`config.mk`:
```
export PLATFORM = sky130hd
export DESIGN_NAME = cmp_ctrl
export DESIGN_NICKNAME = d
export VERILOG_FILES = /design/src/hw/cmp_pkg.sv /design/src/hw/cmp_sync.sv /design/src/hw/cmp_ctrl.sv
export SDC_FILE = /design/constraint.sdc
export NUM_CORES = 1
export LEC_CHECK = 0
export BUFFER_PORTS_ARGS = -buffer_cell sky130_fd_sc_hd__buf_2
export CAP_MARGIN = 0
export CELL_PAD_IN_SITES_DETAIL_PLACEMENT = 0
export CELL_PAD_IN_SITES_GLOBAL_PLACEMENT = 1
export CORE_ASPECT_RATIO = 1.4
export CORE_MARGIN = 4
export CORE_UTILIZATION = 32
export DETAILED_ROUTE_END_ITERATION = 16
export GPL_TIMING_DRIVEN = 0
export PLACE_DENSITY_LB_ADDON = 0.1
export SLEW_MARGIN = 20
export SYNTH_ARGS = -nofsm -noshare
export SYNTH_HDL_FRONTEND = slang
export SYNTH_SLANG_ARGS = --single-unit
```
`constraint.sdc`:
```
create_clock -name clk_i -period 2.7 [get_ports clk_i]
set_clock_uncertainty 0.1 [all_clocks]
set_input_delay 0.27 -clock clk_i [delete_from_list [all_inputs] [get_ports clk_i]]
set_output_delay 0.27 -clock clk_i [all_outputs]
set_load 0.03 [all_outputs]
```
`src/hw/cmp_pkg.sv`:
```
/*
 * constants shared by the comparator control and status block:
 * register indices, field positions, reset values, threshold scaling.
 * assumes a 32-bit apb slave with byte addresses four times the index.
 */
package cmp_pkg;

    // ==================================================================
    // address map
    localparam int unsigned ADDR_W      = 18;
    localparam logic [15:0] IDX_CONTROL = 16'hf0dc;
    localparam logic [15:0] IDX_RESULT  = 16'hf0de;

    // ==================================================================
    // control register fields
    localparam int unsigned CTL_ON_BIT   = 7;
    localparam int unsigned CTL_IE_BIT   = 6;
    localparam int unsigned CTL_EXT_BIT  = 5;
    localparam int unsigned CTL_HYST_BIT = 4;
    localparam int unsigned CTL_CODE_LSB = 0;
    localparam int unsigned CODE_W       = 4;
    localparam logic [7:0]  CTL_RST      = 8'h00;

    // ==================================================================
    // result register fields
    localparam int unsigned RES_FLAG_BIT = 4;
    localparam int unsigned RES_BIT      = 0;
    localparam logic        FLAG_RST     = 1'b0;
    localparam logic        RESULT_RST   = 1'b0;

    // ==================================================================
    // thresholds in units of vcc/30
    localparam int unsigned THR_W          = 5;
    localparam logic [4:0]  THR_UPPER_BASE = 5'h0b;
    localparam logic [4:0]  THR_HYST_STEP  = 5'h02;
    localparam logic [4:0]  THR_NONE       = 5'h00;

    // ==================================================================
    // synchroniser depth
    localparam int unsigned SYNC_STAGES = 2;

    // byte address of a register index
    function automatic logic [ADDR_W-1:0] byte_addr(input logic [15:0] idx);
        byte_addr = {idx, 2'b00};
    endfunction : byte_addr

endpackage : cmp_pkg

```
`src/hw/cmp_sync.sv`:
```
/*
 * two-flop synchroniser for a bundle of asynchronous level inputs.
 * assumes each bit is an independent level; no bus coherence is kept.
 */
`timescale 1ns/1ps
module cmp_sync #(
    parameter int unsigned WIDTH = 3
) (
    // clock and reset
    input  wire logic             clk_i,
    input  wire logic             srst_i,
    // levels
    input  wire logic [WIDTH-1:0] async_i,
    output logic      [WIDTH-1:0] sync_o
);

    logic [WIDTH-1:0] meta_ff;
    logic [WIDTH-1:0] sync_ff;

    initial begin
        if (WIDTH < 1 || cmp_pkg::SYNC_STAGES != 2) begin
            $error("cmp_sync: unsupported width or depth");
        end
    end

    // first stage feeds only the second
    always_ff @(posedge clk_i) begin
        if (srst_i) begin
            meta_ff <= '0;
            sync_ff <= '0;
        end else begin
            meta_ff <= async_i;
            sync_ff <= meta_ff;
        end
    end

    assign sync_o = sync_ff;

endmodule : cmp_sync

```
`src/hw/cmp_ctrl.sv`:
```
/*
 * comparator control and status block: apb register slave, threshold
 * selection for the analog front end, hysteresis result tracking,
 * sticky change flag with read-then-write-zero clear.
 * assumes the analog front end returns three raw compare levels
 * (input above upper threshold, above lower threshold, above external
 * reference) asynchronous to clk_i, and an apb master on clk_i.
 */
// Chosen here: the APB slave port.
`timescale 1ns/1ps
module cmp_ctrl (
    // clock and reset
    input  wire logic                       clk_i,
    input  wire logic                       srst_i,
    // apb slave
    input  wire logic                       psel_i,
    input  wire logic                       penable_i,
    input  wire logic                       pwrite_i,
    input  wire logic [cmp_pkg::ADDR_W-1:0] paddr_i,
    input  wire logic [31:0]                pwdata_i,
    input  wire logic [3:0]                 pstrb_i,
    output logic      [31:0]                prdata_o,
    output logic                            pready_o,
    output logic                            pslverr_o,
    // analog front end, raw levels
    input  wire logic                       cmp_hi_raw_i,
    input  wire logic                       cmp_lo_raw_i,
    input  wire logic                       cmp_ext_raw_i,
    // analog front end control
    output logic                            cmp_on_o,
    output logic                            ext_ref_sel_o,
    output logic      [cmp_pkg::THR_W-1:0]  thr_upper_o,
    output logic      [cmp_pkg::THR_W-1:0]  thr_lower_o,
    // interrupt request
    output logic                            irq_req_o
);

    // ==================================================================
    // declarations
    logic [7:0]                  ctrl_ff;
    logic                        flag_ff;
    logic                        armed_ff;
    logic                        result_ff;
    logic [31:0]                 prdata_ff;
    logic [cmp_pkg::THR_W-1:0]   thr_upper_ff;
    logic [cmp_pkg::THR_W-1:0]   thr_lower_ff;
    logic                        irq_req_ff;
    logic [2:0]                  sync_w;
    logic                        hi_s;
    logic                        lo_s;
    logic                        ext_s;
    logic                        comparator_on;
    logic                        compare_irq_enable;
    logic                        ref_source_select;
    logic                        hysteresis_select;
    logic [cmp_pkg::CODE_W-1:0]  ref_level_code;
    logic                        hit_ctrl;
    logic                        hit_result;
    logic                        setup_rd;
    logic                        access;
    logic                        wr_ctrl;
    logic                        wr_result;
    logic                        rd_result;
    logic                        nxt_result;
    logic                        cmp_event;
    logic                        flag_clr;
    logic                        nxt_flag;
    logic [cmp_pkg::THR_W-1:0]   nxt_thr_upper;
    logic [cmp_pkg::THR_W-1:0]   nxt_thr_lower;

    // ==================================================================
    // control fields
    assign comparator_on      = ctrl_ff[cmp_pkg::CTL_ON_BIT];
    assign compare_irq_enable = ctrl_ff[cmp_pkg::CTL_IE_BIT];
    assign ref_source_select  = ctrl_ff[cmp_pkg::CTL_EXT_BIT];
    assign hysteresis_select  = ctrl_ff[cmp_pkg::CTL_HYST_BIT];
    assign ref_level_code     = ctrl_ff[cmp_pkg::CTL_CODE_LSB +: cmp_pkg::CODE_W];

    // ==================================================================
    // apb decode
    assign hit_ctrl   = (paddr_i == cmp_pkg::byte_addr(cmp_pkg::IDX_CONTROL));
    assign hit_result = (paddr_i == cmp_pkg::byte_addr(cmp_pkg::IDX_RESULT));
    assign setup_rd   = psel_i && !penable_i && !pwrite_i;
    assign access     = psel_i && penable_i;
    assign wr_ctrl    = access && pwrite_i && hit_ctrl && pstrb_i[0];
    assign wr_result  = access && pwrite_i && hit_result && pstrb_i[0];
    assign rd_result  = access && !pwrite_i && hit_result;

    // zero wait states; unmapped addresses answer with an error
    assign pready_o  = access;
    assign pslverr_o = access && !hit_ctrl && !hit_result;
    assign prdata_o  = prdata_ff;

    // read data is captured in the setup cycle
    always_ff @(posedge clk_i) begin
        if (srst_i) begin
            prdata_ff <= 32'h0000_0000;
        end else if (setup_rd) begin
            prdata_ff <= 32'h0000_0000;
            if (hit_ctrl) begin
                prdata_ff[7:0] <= ctrl_ff;
            end else if (hit_result) begin
                prdata_ff[cmp_pkg::RES_FLAG_BIT] <= flag_ff;
                prdata_ff[cmp_pkg::RES_BIT]      <= result_ff;
            end
        end
    end

    // ==================================================================
    // control register
    always_ff @(posedge clk_i) begin
        if (srst_i) begin
            ctrl_ff <= cmp_pkg::CTL_RST;
        end else if (wr_ctrl) begin
            ctrl_ff <= pwdata_i[7:0];
        end
    end

    // ==================================================================
    // raw compare synchronisation
    cmp_sync #(
        .WIDTH (3)
    ) u_sync (
        .clk_i   (clk_i),
        .srst_i  (srst_i),
        .async_i ({cmp_ext_raw_i, cmp_lo_raw_i, cmp_hi_raw_i}),
        .sync_o  (sync_w)
    );

    assign hi_s  = sync_w[0];
    assign lo_s  = sync_w[1];
    assign ext_s = sync_w[2];

    // ==================================================================
    // result tracking
    always_comb begin
        nxt_result = result_ff;
        if (!comparator_on) begin
            nxt_result = cmp_pkg::RESULT_RST;
        end else if (ref_source_select) begin
            // prohibited hysteresis combination behaves as none
            nxt_result = ext_s;
        end else if (!hysteresis_select) begin
            nxt_result = hi_s;
        end else if (!result_ff && hi_s) begin
            nxt_result = 1'b1;
        end else if (result_ff && !lo_s) begin
            nxt_result = 1'b0;
        end
    end

    always_ff @(posedge clk_i) begin
        if (srst_i) begin
            result_ff <= cmp_pkg::RESULT_RST;
        end else begin
            result_ff <= nxt_result;
        end
    end

    // a halted comparator raises no event
    assign cmp_event = comparator_on && (nxt_result != result_ff);

    // ==================================================================
    // sticky compare event flag
    assign flag_clr = wr_result && !pwdata_i[cmp_pkg::RES_FLAG_BIT] && armed_ff;

    always_comb begin
        nxt_flag = flag_ff;
        if (flag_clr) begin
            nxt_flag = 1'b0;
        end
        if (cmp_event) begin
            nxt_flag = 1'b1;
        end
    end

    always_ff @(posedge clk_i) begin
        if (srst_i) begin
            flag_ff <= cmp_pkg::FLAG_RST;
        end else begin
            flag_ff <= nxt_flag;
        end
    end

    // remembers that software saw the flag at one
    always_ff @(posedge clk_i) begin
        if (srst_i) begin
            armed_ff <= 1'b0;
        end else if (flag_clr) begin
            armed_ff <= 1'b0;
        end else if (rd_result && prdata_ff[cmp_pkg::RES_FLAG_BIT]) begin
            armed_ff <= 1'b1;
        end
    end

    // ==================================================================
    // threshold selection for the front end
    always_comb begin
        nxt_thr_upper = cmp_pkg::THR_NONE;
        nxt_thr_lower = cmp_pkg::THR_NONE;
        if (!ref_source_select) begin
            nxt_thr_upper = cmp_pkg::THR_UPPER_BASE
                          + {{(cmp_pkg::THR_W - cmp_pkg::CODE_W){1'b0}}, ref_level_code};
            nxt_thr_lower = nxt_thr_upper;
            if (hysteresis_select) begin
                nxt_thr_lower = nxt_thr_upper - cmp_pkg::THR_HYST_STEP;
            end
        end
    end

    always_ff @(posedge clk_i) begin
        if (srst_i) begin
            thr_upper_ff <= cmp_pkg::THR_NONE;
            thr_lower_ff <= cmp_pkg::THR_NONE;
        end else begin
            thr_upper_ff <= nxt_thr_upper;
            thr_lower_ff <= nxt_thr_lower;
        end
    end

    assign thr_upper_o   = thr_upper_ff;
    assign thr_lower_o   = thr_lower_ff;
    assign cmp_on_o      = comparator_on;
    assign ext_ref_sel_o = ref_source_select;

    // ==================================================================
    // interrupt request
    always_ff @(posedge clk_i) begin
        if (srst_i) begin
            irq_req_ff <= 1'b0;
        end else begin
            irq_req_ff <= nxt_flag && (wr_ctrl ? pwdata_i[cmp_pkg::CTL_IE_BIT]
                                               : compare_irq_enable);
        end
    end

    assign irq_req_o = irq_req_ff;
endmodule : cmp_ctrl

```
After elaboration in Yosys (flattened, before gate mapping)
Index checks and enable logic that the tools add are counted.
{"block": "word_totals", "out_inout_bits": 47, "reg_bits": 36, "word_cells": 58}
{"block": "op_classes", "n_mux": 15, "n_addsub": 2, "n_reduce_logical": 28, "eq_ne": 3}
{"operator": "$eq A18 B18 Y1 const B", "n": 2}
{"operator": "$logic_and A1 B1 Y1", "n": 19}
{"operator": "$mux W1", "n": 12}
{"operator": "$logic_not A1 Y1", "n": 7}
{"operator": "$mux W3", "n": 2}
{"operator": "$add A4 B4 Y5 const A", "n": 1}
{"operator": "$mux W5", "n": 1}
{"operator": "$sub A5 B2 Y5 const B", "n": 1}
{"operator": "$reduce_or A2 Y1", "n": 2}
{"operator": "$ne A1 B1 Y1", "n": 1}

Logic depth before layout (Yosys ltp)
Gate-level depths: netlist of the first run.
{"block": "depth", "ltp_word": 11, "ltp_mapped": 7}

Cells and area by module
A second synthesis of the first run with hierarchy kept.
{"block": "hier_totals", "hier_cells": 195, "hier_area_um2": 1740.4}
{"module": "cmp_ctrl", "instances": 1, "seq_area_each_um2": 580.6, "cells_per_inst": 183, "area_per_inst_um2": 1582.8}
{"module": "cmp_sync", "instances": 1, "seq_area_each_um2": 120.1, "cells_per_inst": 12, "area_per_inst_um2": 157.7}

Worst setup path before layout of the first run
Ideal clock, no wire load.
{"block": "synth_path", "path_kind": "input to output", "startpoint": "input paddr_i[12] in the netlist's numbering", "endpoint": "output pslverr_o", "path_stages": 4, "path_buffers": 1, "required_time_ns": 2.330, "arrival_time_ns": 1.345, "path_slack_ns": 0.985, "cell_sequence": "and4bb_2 and4_4 buf_4 a21boi_1"}
{"block": "synth_between", "elab_chain_len": 4}
{"item": "start: declaration", "line": "cmp_ctrl.sv:19", "source": "input wire logic [cmp_pkg::ADDR_W-1:0] paddr_i,"}
{"item": "$eq A18 B18 Y1", "line": "cmp_ctrl.sv:81", "source": "assign hit_ctrl = (paddr_i == cmp_pkg::byte_addr(cmp_pkg::IDX_CONTROL));"}
{"item": "$logic_not A1 Y1", "line": "cmp_ctrl.sv:91", "source": "assign pslverr_o = access && !hit_ctrl && !hit_result;"}
{"item": "$logic_and A1 B1 Y1", "line": "cmp_ctrl.sv:91"}
{"item": "$logic_and A1 B1 Y1 (*)", "line": "cmp_ctrl.sv:91"}
{"item": "end: declaration", "line": "cmp_ctrl.sv:24", "source": "output logic pslverr_o,"}
Every way passes the cells marked *; elsewhere a longest branch is shown, timed or not.

Worst setup path after layout of the first run
{"block": "layout_path", "startpoint": "register ctrl_ff[0]", "endpoint": "register thr_lower_ff (netlist bit thr_lower_o[2])"}
{"block": "layout_between", "elab_chain_len": 3}
{"item": "start: declaration", "line": "cmp_ctrl.sv:40", "source": "logic [7:0] ctrl_ff;"}
{"item": "start signal: assignment", "line": "cmp_ctrl.sv:113", "source": "ctrl_ff <= cmp_pkg::CTL_RST;"}
{"item": "start signal: assignment", "line": "cmp_ctrl.sv:115", "source": "ctrl_ff <= pwdata_i[7:0];"}
{"item": "$add A4 B4 Y5 (*)", "line": "cmp_ctrl.sv:203", "source": "+ {{(cmp_pkg::THR_W - cmp_pkg::CODE_W){1'b0}}, ref_level_code};"}
{"item": "$sub A5 B2 Y5", "line": "cmp_ctrl.sv:206", "source": "nxt_thr_lower = nxt_thr_upper - cmp_pkg::THR_HYST_STEP;"}
{"item": "$mux W5 (*)", "line": "cmp_ctrl.sv:205", "source": "if (hysteresis_select) begin"}
{"item": "end signal: assignment", "line": "cmp_ctrl.sv:214", "source": "thr_lower_ff <= cmp_pkg::THR_NONE;"}
{"item": "end signal: assignment", "line": "cmp_ctrl.sv:217", "source": "thr_lower_ff <= nxt_thr_lower;"}
{"item": "end: declaration", "line": "cmp_ctrl.sv:46", "source": "logic [cmp_pkg::THR_W-1:0] thr_lower_ff;"}
Marks and branches as above.
A chain may end at the register's enable or synchronous reset.

==> results_dict.tcl, run 1 <==
set metrics [dict create \
    outcome "finished, final reports clean" \
    period_minus_slack_ns 1.79 \
    synthTopCellsByCount "dfxtp_1 (35), buf_4 (27), a21oi_1 (18), nand2_1 (13), nor2_1 (13)" \
    wl_um 4160 \
    critical-path-slowest-cell "dfxtp_1" \
    core_area_sq_um 5240 \
    finalHoldViolCount 0 \
    initial_core_util 0.333 \
    yosysWarnings 0 \
    dp_slack_ns 0.916 \
    synth_ff_type "dfxtp_1" \
    cellLeakagePower_nw 1.09 \
    cp.arrival_ns 1.92 \
    crit_path_end_kind "flop" \
    drc 0 \
    dieHeight_um 95.3 \
    max-clock-path-buffers 2 \
    p_per_area_nw_per_um2 509 \
    pin_count 109 \
    vias 1494 \
    first_pass_iters 4 \
    grt_antenna_before_repair 0 \
    grt_overflow 0 \
    postSynthAreaPerCell_sq_um 9.02 \
    finalSetupViolations 0 \
    die_w_um 70.4 \
    synthArstFlopShare 0 \
    hold-worst-slack_ns 0.0810 \
    multiInputGateArea_sq_um 848 \
    cp-start-kind "flop" \
    synthDistinctLibCells 45 \
    cpMostUsedCell "ha_1" \
    cts_setup_buffers 0 \
    finalMaxSlewViolations 0 \
    synth_edf_count 0 \
    viasPerCell 4.32 \
    clk_latency_ns 0.29 \
    grt_pass1_wl_um 6880 \
    track_usage 0.130 \
    rsz0062_at_grt "false" \
    yosys.area.top_type_share 0.402 \
    n_antenna_cell 0 \
    finalWorstSetupSlack_ns 0.908 \
    nNetsFinal 343 \
    port_buffers 56 \
    instances_no_fill 346 \
    yosysMostFrequentCell "dfxtp_1" \
    crit_type "flop to flop" \
    numCtsBuffers 5 \
    dieArea_sq_um 6700 \
    row_count 31 \
    required_ns 2.83 \
    p_total_mw 1.18 \
    setup_tns_ns 0 \
    dp.cells 338 \
    grt_pass1_vias 1459 \
    drv_cap 0 \
    cts_resized 0 \
    drive_gt1_frac 0.396 \
    drt_first_iter_violations 60 \
    hold_class "primary input to flop" \
    path_max_fanout 5 \
    ys_seq_area_frac 0.402 \
    fillers 543 \
    path_cells "inv_1 -> ha_1 -> xor2_1 -> ha_1 -> mux2_2 -> nor2_1" \
    cts_tree "done" \
    fmax_mhz 558 \
    ctsHoldBuffers 0 \
    grt_start_max_net_pins 12 \
    slew-limit-headroom 0.641 \
    ir_drop_v 0.000183 \
    clk_pin_slew_ns 0.07 \
    cts_root_buffer "clkbuf_8" \
    area_delta_synth_final_pct 32.5 \
    finalCritPeriodShare 0.664 \
    antenna_left 0 \
    netlist_area_sq_um 1740 \
    worstMarginPinSlew_ns 0.539 \
    place.gp.congestion 0.690 \
    ys_ff_latch 35 \
    seq_area_sq_um 701 \
    wl_per_cell_um 12.0 \
    max_stage_delay_ns 0.42 \
    cts_sinks 35 \
    htreeDepth 2 \
    yosys-top-cells-area "dfxtp_1 (40%), buf_4 (12%), a21oi_1 (5.2%)" \
    hpwl_um 3290 \
    yosys.area.top_type "dfxtp_1" \
    synth_cells 193 \
]
==> through the flow <==
stage	instance area, sq um	util
final	2310	0.441
after global routing	2310	0.441
after CTS	2310	0.441
after detailed placement	2190	0.418
after global placement	2190	0.418
after floorplan	1830	-
==> kinds of logic (layout without fill, tap and decap cells) <==
group	Yosys count	in the layout	share of synthesized area
buffers and inverters	41	105	0.160
xor gates and xnor gates	4	4	0.0201
adders and majority gates	2	2	0.0144
other	1	24	0.00215
DFF	35	35	0.402
muxes	5	5	0.0295
and+or+nand+nor	70	70	0.251
AOI/OAI and AO/OA	35	35	0.121
==> layout by cell type (no fill, tap or decap), types with 2 or more instances in the layout <==
cell type	netlist	layout
a21oi_1	18	18
and2_1	2	2
and4_4	2	2
buf_2	2	58
buf_4	27	27
clkbuf_1	4	4
clkbuf_8	1	7
conb_1	1	24
dfxtp_1	35	35
ha_1	2	2
inv_1	5	5
mux2i_1	4	4
nand2_1	13	13
nand3_1	11	11
nand4_1	7	7
nor2_1	13	13
nor2b_1	7	7
nor4b_4	2	2
o21ai_0	9	9
xnor2_1	3	3
==> state kept, by name, indices dropped and copies added (netlist names) <==
register	flops
flag_ff	1
u_sync.sync_o	3
result_ff	1
armed_ff	1
irq_req_o	1
u_sync.meta_ff	3
prdata_o	8
thr_upper_o	5
ctrl_ff	8
thr_lower_o	4
==> path summary, 6_finish.rpt <==
kind                                   startpoint           endpoint  slack, ns  depth (start not counted)
worst max-delay path                   ctrl_ff[0]     thr_lower_o[2]       0.91                          6
worst min-delay path                 cmp_lo_raw_i  u_sync.meta_ff[1]       0.08                          2
worst max register to register         ctrl_ff[0]     thr_lower_o[2]       0.91                          6
worst min register to register  u_sync.meta_ff[1]   u_sync.sync_o[1]       0.34                          1
==> routing by layer <==
metal	track usage	part of all wire
met5	0	0
met1	0.145	0.41
met2	0.231	0.50
met4	0.0575	0.020
met3	0.0369	0.070
==> final cells by class <==
type,instances,share of cell area
sequential,35,0.304
clock buffer,6,0.0358
timing repair buffer,56,0.121
clock inverter,2,0.0152
buffer,35,0.111
multi-input combinational,140,0.367
tap,66,0.0358
inverter,6,0.00976
==> worst max-delay path, delay by kind of cell (launching register included) <==
kind | cells | cell delay (ns)
buf+inv | 1 | 0.07
mux | 1 | 0.26
simple gates | 1 | 0.07
fa+ha+maj | 2 | 0.51
xor+xnor | 1 | 0.30
flops | 1 | 0.42
==> power breakdown <==
part           internal (mW)  total [mW]  switching [mW]
Sequential             0.525       0.529         0.00346
Clock                  0.299       0.490           0.192
Combinational         0.0610       0.157          0.0956
Power figures use the tool's default switching activity.
==> run 2, diff against run 1 <==
--- a/config.mk
+++ b/config.mk
@@ -11,7 +11,7 @@
 export CELL_PAD_IN_SITES_GLOBAL_PLACEMENT = 1
 export CORE_ASPECT_RATIO = 1.4
 export CORE_MARGIN = 4
-export CORE_UTILIZATION = 32
+export CORE_UTILIZATION = 29
 export DETAILED_ROUTE_END_ITERATION = 16
 export GPL_TIMING_DRIVEN = 0
 export PLACE_DENSITY_LB_ADDON = 0.1
==> constraint.sdc (replaced) <==
create_clock -name clk_i -period 1.72 [get_ports clk_i]
set_clock_uncertainty 0.1 [all_clocks]
set_input_delay 0.172 -clock clk_i [delete_from_list [all_inputs] [get_ports clk_i]]
set_output_delay 0.172 -clock clk_i [all_outputs]
set_load 0.03 [all_outputs]
==> run 2 against run 1 <==
Final cell count grew 1.4%. Design area grew 0.11%. Hold slack lost 0.075 ns. Largest cell class unchanged. Critical path depth is the same. Fmax grew 14%. Combinational power grew 58%.
==> results_dict.tcl, run 2 (synthesized netlist as in run 1, its figures left out) <==
set metrics [dict create \
    reg2reg_depth 6 \
    pin_count 109 \
    cts_sinks 35 \
    min_from "cmp_ext_raw_i" \
    clk_pin_slew_ns 0.06 \
    port_buffers 56 \
    hpwl_um 3380 \
    n_antenna_cell 0 \
    mostFrequentLayoutCells "buf_2 (58), dfxtp_1 (33), buf_4 (28), conb_1 (24), a21oi_1 (18)" \
    antenna_left 0 \
    hold_class "primary input to flop" \
    rsz0062_at_grt "false" \
    r2r-end "thr_lower_o[2]" \
    final_common_cell "buf_2" \
    drc 0 \
    crit_path_end_kind "flop" \
    wl_per_cell_um 12.4 \
    vias 1514 \
    grt_pass1_wl_um 7040 \
    grt_pass1_vias 1455 \
    clk_latency_ns 0.28 \
    cp-start-kind "flop" \
    dieArea_sq_um 7330 \
    outcome "finished, final reports clean" \
    cellLeakagePower_nw 1.08 \
    row_count 33 \
    met3_usage 0.0344 \
    hold_depth 2 \
    required_ns 1.84 \
    reg2reg_from "ctrl_ff[0]" \
    drt_first_iter_violations 53 \
    die_w_um 73.5 \
    path_max_fanout 5 \
    ff2ff_setup_slack_ns 0.14 \
    initial_core_util 0.297 \
    fillers 623 \
    cpLargestDelayFamily "adder cells" \
    ir_drop_v 0.000319 \
    finalCritPeriodShare 0.916 \
    critPathBufInv 1 \
    core_area_sq_um 5860 \
    cp.arrival_ns 1.69 \
    numCtsBuffers 5 \
    finalHoldViolCount 0 \
    period_minus_slack_ns 1.58 \
    nNetsFinal 346 \
    htreeDepth 2 \
    cts_root_buffer "clkbuf_8" \
    first_pass_iters 4 \
    fmax_mhz 634 \
    p_per_area_nw_per_um2 701 \
    max_stage_delay_ns 0.37 \
    wl_um 4360 \
    holdPathEnd "u_sync.meta_ff[2]" \
    finalMaxSlewViolations 0 \
    critical-path-slowest-cell "dfxtp_4" \
    place.gp.congestion 0.702 \
    crit_type "flop to flop" \
    setup_tns_ns 0 \
    track_usage 0.124 \
    viasPerCell 4.31 \
    top_usage_layer "met2" \
    path_cells "inv_1 -> ha_2 -> xor2_2 -> ha_1 -> mux2_2 -> nor2_1" \
    grt_start_max_net_pins 11 \
    drv_cap 0 \
    area_delta_synth_final_pct 32.7 \
    grt_overflow 0 \
    drive_gt1_frac 0.402 \
    grt_use_met2 0.223 \
    finalSetupViolations 0 \
    max-clock-path-buffers 2 \
    grt_antenna_before_repair 0 \
    dieHeight_um 99.7 \
    p_total_mw 1.62 \
    use_met1 0.139 \
    cts_tree "done" \
]
[run 2: cell types whose count changed in the layout (fill, tap and decap cells not counted), sizes merged]
cell	delta
clkinv	-1
bufinv	-1
buf	+1
dlygate4sd3	+2
[run 2: how the worst max path moves through the flow]
stage,start,endpoint,depth (start not counted)
final,ctrl_ff[0],thr_lower_o[2],6
after floorplan,ctrl_ff[0],thr_lower_o[2],6
after detailed placement,ctrl_ff[0],thr_lower_o[2],6
after global placement,ctrl_ff[0],thr_lower_o[2],6
after CTS,ctrl_ff[0],thr_lower_o[2],6
after global routing,ctrl_ff[0],thr_lower_o[2],6
[run 2: metal layers]
| metal | vias up | part of all wire |
|---|---|---|
| met4 | 0 | 0.012 |
| met2 | 42 | 0.53 |
| met5 | - | 0 |
| met1 | 676 | 0.41 |
| met3 | 6 | 0.053 |
| li1 | 790 | - |
[run 2: per-stage QoR]
step	hold WS [ns]	utilization	worst slack [ns]	cells	area [sq um]
floorplan	0.200	-	0.149	216	1830
global placement	0.281	0.375	-0.0858	342	2200
detailed placement	0.288	0.375	-0.109	342	2200
CTS	0.00000741	0.393	0.0198	351	2300
global route	0.0247	0.394	0.0376	351	2310
finish	0.00616	0.394	0.144	351	2310
[run 2: worst register-to-register path: cells and delay by family, from the launching register on]
family	cells	cell delay (ns)
buffers and inverters	1	0.05
AND/OR/NAND/NOR	1	0.08
adder cells (fa/ha/maj)	2	0.50
XOR/XNOR	1	0.16
flip-flops	1	0.37
multiplexers	1	0.26
[run 2: cell type report]
cell class	instances	area (sq um)	area share
Buffer	35	256	0.111
Clock buffer	6	72.6	0.0314
Inverter	6	22.5	0.00975
Multi-Input combinational cell	140	858	0.371
Sequential cell	35	706	0.305
Tap cell	70	87.6	0.0379
Timing Repair Buffer	59	308	0.133
[run 2: what timing repair did]
action,in CTS,in global routing
hold buffers,2,0
resized for setup,1,4
endpoints found under the hold margin,2,0
endpoints found under the setup margin,2,2
buffers inserted,1,0
cloned,0,0
[run 2: power breakdown]
group	internal, mW	switching [mW]
sequential	0.824	0.00556
combinational	0.0987	0.149
clock	0.270	0.273
total	1.19	0.428
==> run 3, diff against run 2 <==
--- a/config.mk
+++ b/config.mk
@@ -15,6 +15,7 @@
 export DETAILED_ROUTE_END_ITERATION = 16
 export GPL_TIMING_DRIVEN = 0
 export PLACE_DENSITY_LB_ADDON = 0.1
+export SETUP_SLACK_MARGIN = 0.2
 export SLEW_MARGIN = 20
 export SYNTH_ARGS = -nofsm -noshare
 export SYNTH_HDL_FRONTEND = slang
==> constraint.sdc (replaced) <==
create_clock -name clk_i -period 1.55 [get_ports clk_i]
set_clock_uncertainty 0.1 [all_clocks]
set_input_delay 0.155 -clock clk_i [delete_from_list [all_inputs] [get_ports clk_i]]
set_output_delay 0.155 -clock clk_i [all_outputs]
set_load 0.03 [all_outputs]
==> run 3 against run 2 <==
Non-clock buffer count rose by 9. Register-to-register slack got worse by 0.05 ns. Design area rose by 8.0%. First-iteration DRC count fell by 5.7%. Via count rose by 4.2%. Global-route usage rose by 0.84 points. Sequential share of layout area fell by 2.2 points. Critical endpoint unchanged. Largest cell class unchanged.
==> results_dict.tcl, run 3 (synthesized netlist as in run 1, its figures left out) <==
set metrics [dict create \
    rsz0062_at_grt "true" \
    period_minus_slack_ns 1.45 \
    cts_sinks 35 \
    slew-limit-headroom 0.654 \
    critical-path-slowest-cell "dfxtp_4" \
    ff2ff_setup_slack_ns 0.1 \
    ir_drop_v 0.000440 \
    r2r-end "thr_lower_o[2]" \
    multiInputGateArea_sq_um 892 \
    vias 1577 \
    hpwl_um 3470 \
    cts_tree "done" \
    path_cells "inv_2 -> ha_4 -> xor2_4 -> ha_1 -> mux2_2 -> nor2_1" \
    required_ns 1.68 \
    finalMaxSlewViolations 0 \
    nNetsFinal 355 \
    crit_type "flop to flop" \
    grt_antenna_before_repair 0 \
    clk_pin_slew_ns 0.08 \
    fmax_mhz 689 \
    max-clock-path-buffers 2 \
    reg2reg_depth 6 \
    initial_core_util 0.297 \
    cellLeakagePower_nw 1.17 \
    cp.arrival_ns 1.58 \
    worstMarginPinSlew_ns 0.519 \
    finalHoldViolCount 0 \
    row_count 33 \
    port_buffers 56 \
    drive_gt1_frac 0.445 \
    holdPathEnd "u_sync.sync_o[0]" \
    finalWorstSetupSlack_ns 0.0979 \
    track_usage 0.133 \
    wl_per_cell_um 12.6 \
    finalSetupViolations 0 \
    p_per_area_nw_per_um2 813 \
    wl_um 4550 \
    core_area_sq_um 5860 \
    dieArea_sq_um 7330 \
    final_common_cell "buf_2" \
    grt_pass1_vias 1541 \
    seq_area_sq_um 707 \
    cp-start-kind "flop" \
    outcome "finished, final reports clean" \
    pin_count 109 \
    clk_latency_ns 0.29 \
    drv_cap 0 \
    max_stage_delay_ns 0.35 \
    crit_path_end_kind "flop" \
    grt_overflow 0 \
    htreeDepth 2 \
    grt_start_max_net_pins 13 \
    utilization 0.426 \
    p_total_mw 2.03 \
    viasPerCell 4.36 \
    drc 0 \
    setup_tns_ns 0 \
    dp_slack_ns -0.0413 \
    path_max_fanout 2 \
    mostFrequentLayoutCells "buf_2 (53), buf_4 (35), dfxtp_1 (32), conb_1 (24), a21oi_1 (18)" \
    place.gp.congestion 0.751 \
    numCtsBuffers 5 \
    first_pass_iters 4 \
    dieHeight_um 99.7 \
    hold_depth 2 \
    drt_first_iter_violations 50 \
    die_w_um 73.5 \
    n_antenna_cell 0 \
    antenna_left 0 \
    reg2reg_from "ctrl_ff[0]" \
    area_delta_synth_final_pct 43.3 \
    cts_root_buffer "clkbuf_8" \
    finalCritPeriodShare 0.937 \
    grt_pass1_wl_um 7460 \
    min_from "srst_i" \
    hold-worst-slack_ns 0.0107 \
    hold_class "primary input to flop" \
    fillers 604 \
]
[run 3: cell count changes in the layout (fill, tap and decap cells not counted), moves of 2 or more]
cell      previous run  this run
clkbuf_1             5         3
buf_4               28        35
buf_2               58        53
inv_1                5         3
buf_6                0         5
inv_2                1         3
[run 3: layout make-up]
type | count | share of cell area
multi-input combinational | 140 | 0.357
sequential | 35 | 0.283
timing repair buffer | 68 | 0.159
buffer | 35 | 0.111
tap | 70 | 0.0351
clock buffer | 5 | 0.0276
clock inverter | 3 | 0.0175
inverter | 6 | 0.00902
[run 3: power by group]
group	switching [mW]	internal (mW)
Sequential	0.00655	0.913
Clock	0.345	0.479
Combinational	0.168	0.118
[run 3: worst max-delay path: cells and delay by family, from the launching register on]
kind / cells / cell delay, ns
fa+ha+maj: 2 / 0.43
buf+inv: 1 / 0.04
mux: 1 / 0.26
xor+xnor: 1 / 0.15
flops: 1 / 0.35
simple gates: 1 / 0.07
[run 3: worst max-delay path by stage]
stage,startpoint,endpoint,slack (ns),cells after the start
floorplan,ctrl_ff[0],thr_lower_o[2],0.07,6
global placement,ctrl_ff[1],thr_lower_o[2],-0.06,6
detailed placement,ctrl_ff[1],thr_lower_o[2],-0.04,6
CTS,ctrl_ff[0],thr_lower_o[2],0.09,6
global route,ctrl_ff[0],thr_lower_o[2],0.03,6
finish,ctrl_ff[0],thr_lower_o[2],0.1,6
[run 3: metrics by stage]
| step | instance area, sq um | cells |
|---|---|---|
| after floorplan | 1850 | 216 |
| after global placement | 2220 | 342 |
| after detailed placement | 2220 | 342 |
| after CTS | 2470 | 359 |
| after global routing | 2500 | 362 |
| final | 2500 | 362 |
[run 3: layer usage]
layer / GRT usage / up-vias / share of wire
met3: 0.0465 / 7 / 0.076
li1: - / 811 / -
met2: 0.225 / 51 / 0.51
met4: 0.0600 / 0 / 0.023
met1: 0.145 / 708 / 0.39
met5: 0 / - / 0
[run 3: what timing repair did]
action / CTS / global route
setup endpoints to repair: 6 / 7
setup buffers: 6 / 3
pin swaps: 6 / 2
hold buffers: 3 / 0
endpoints found under the hold margin: 3 / 0
resized for setup: 16 / 4
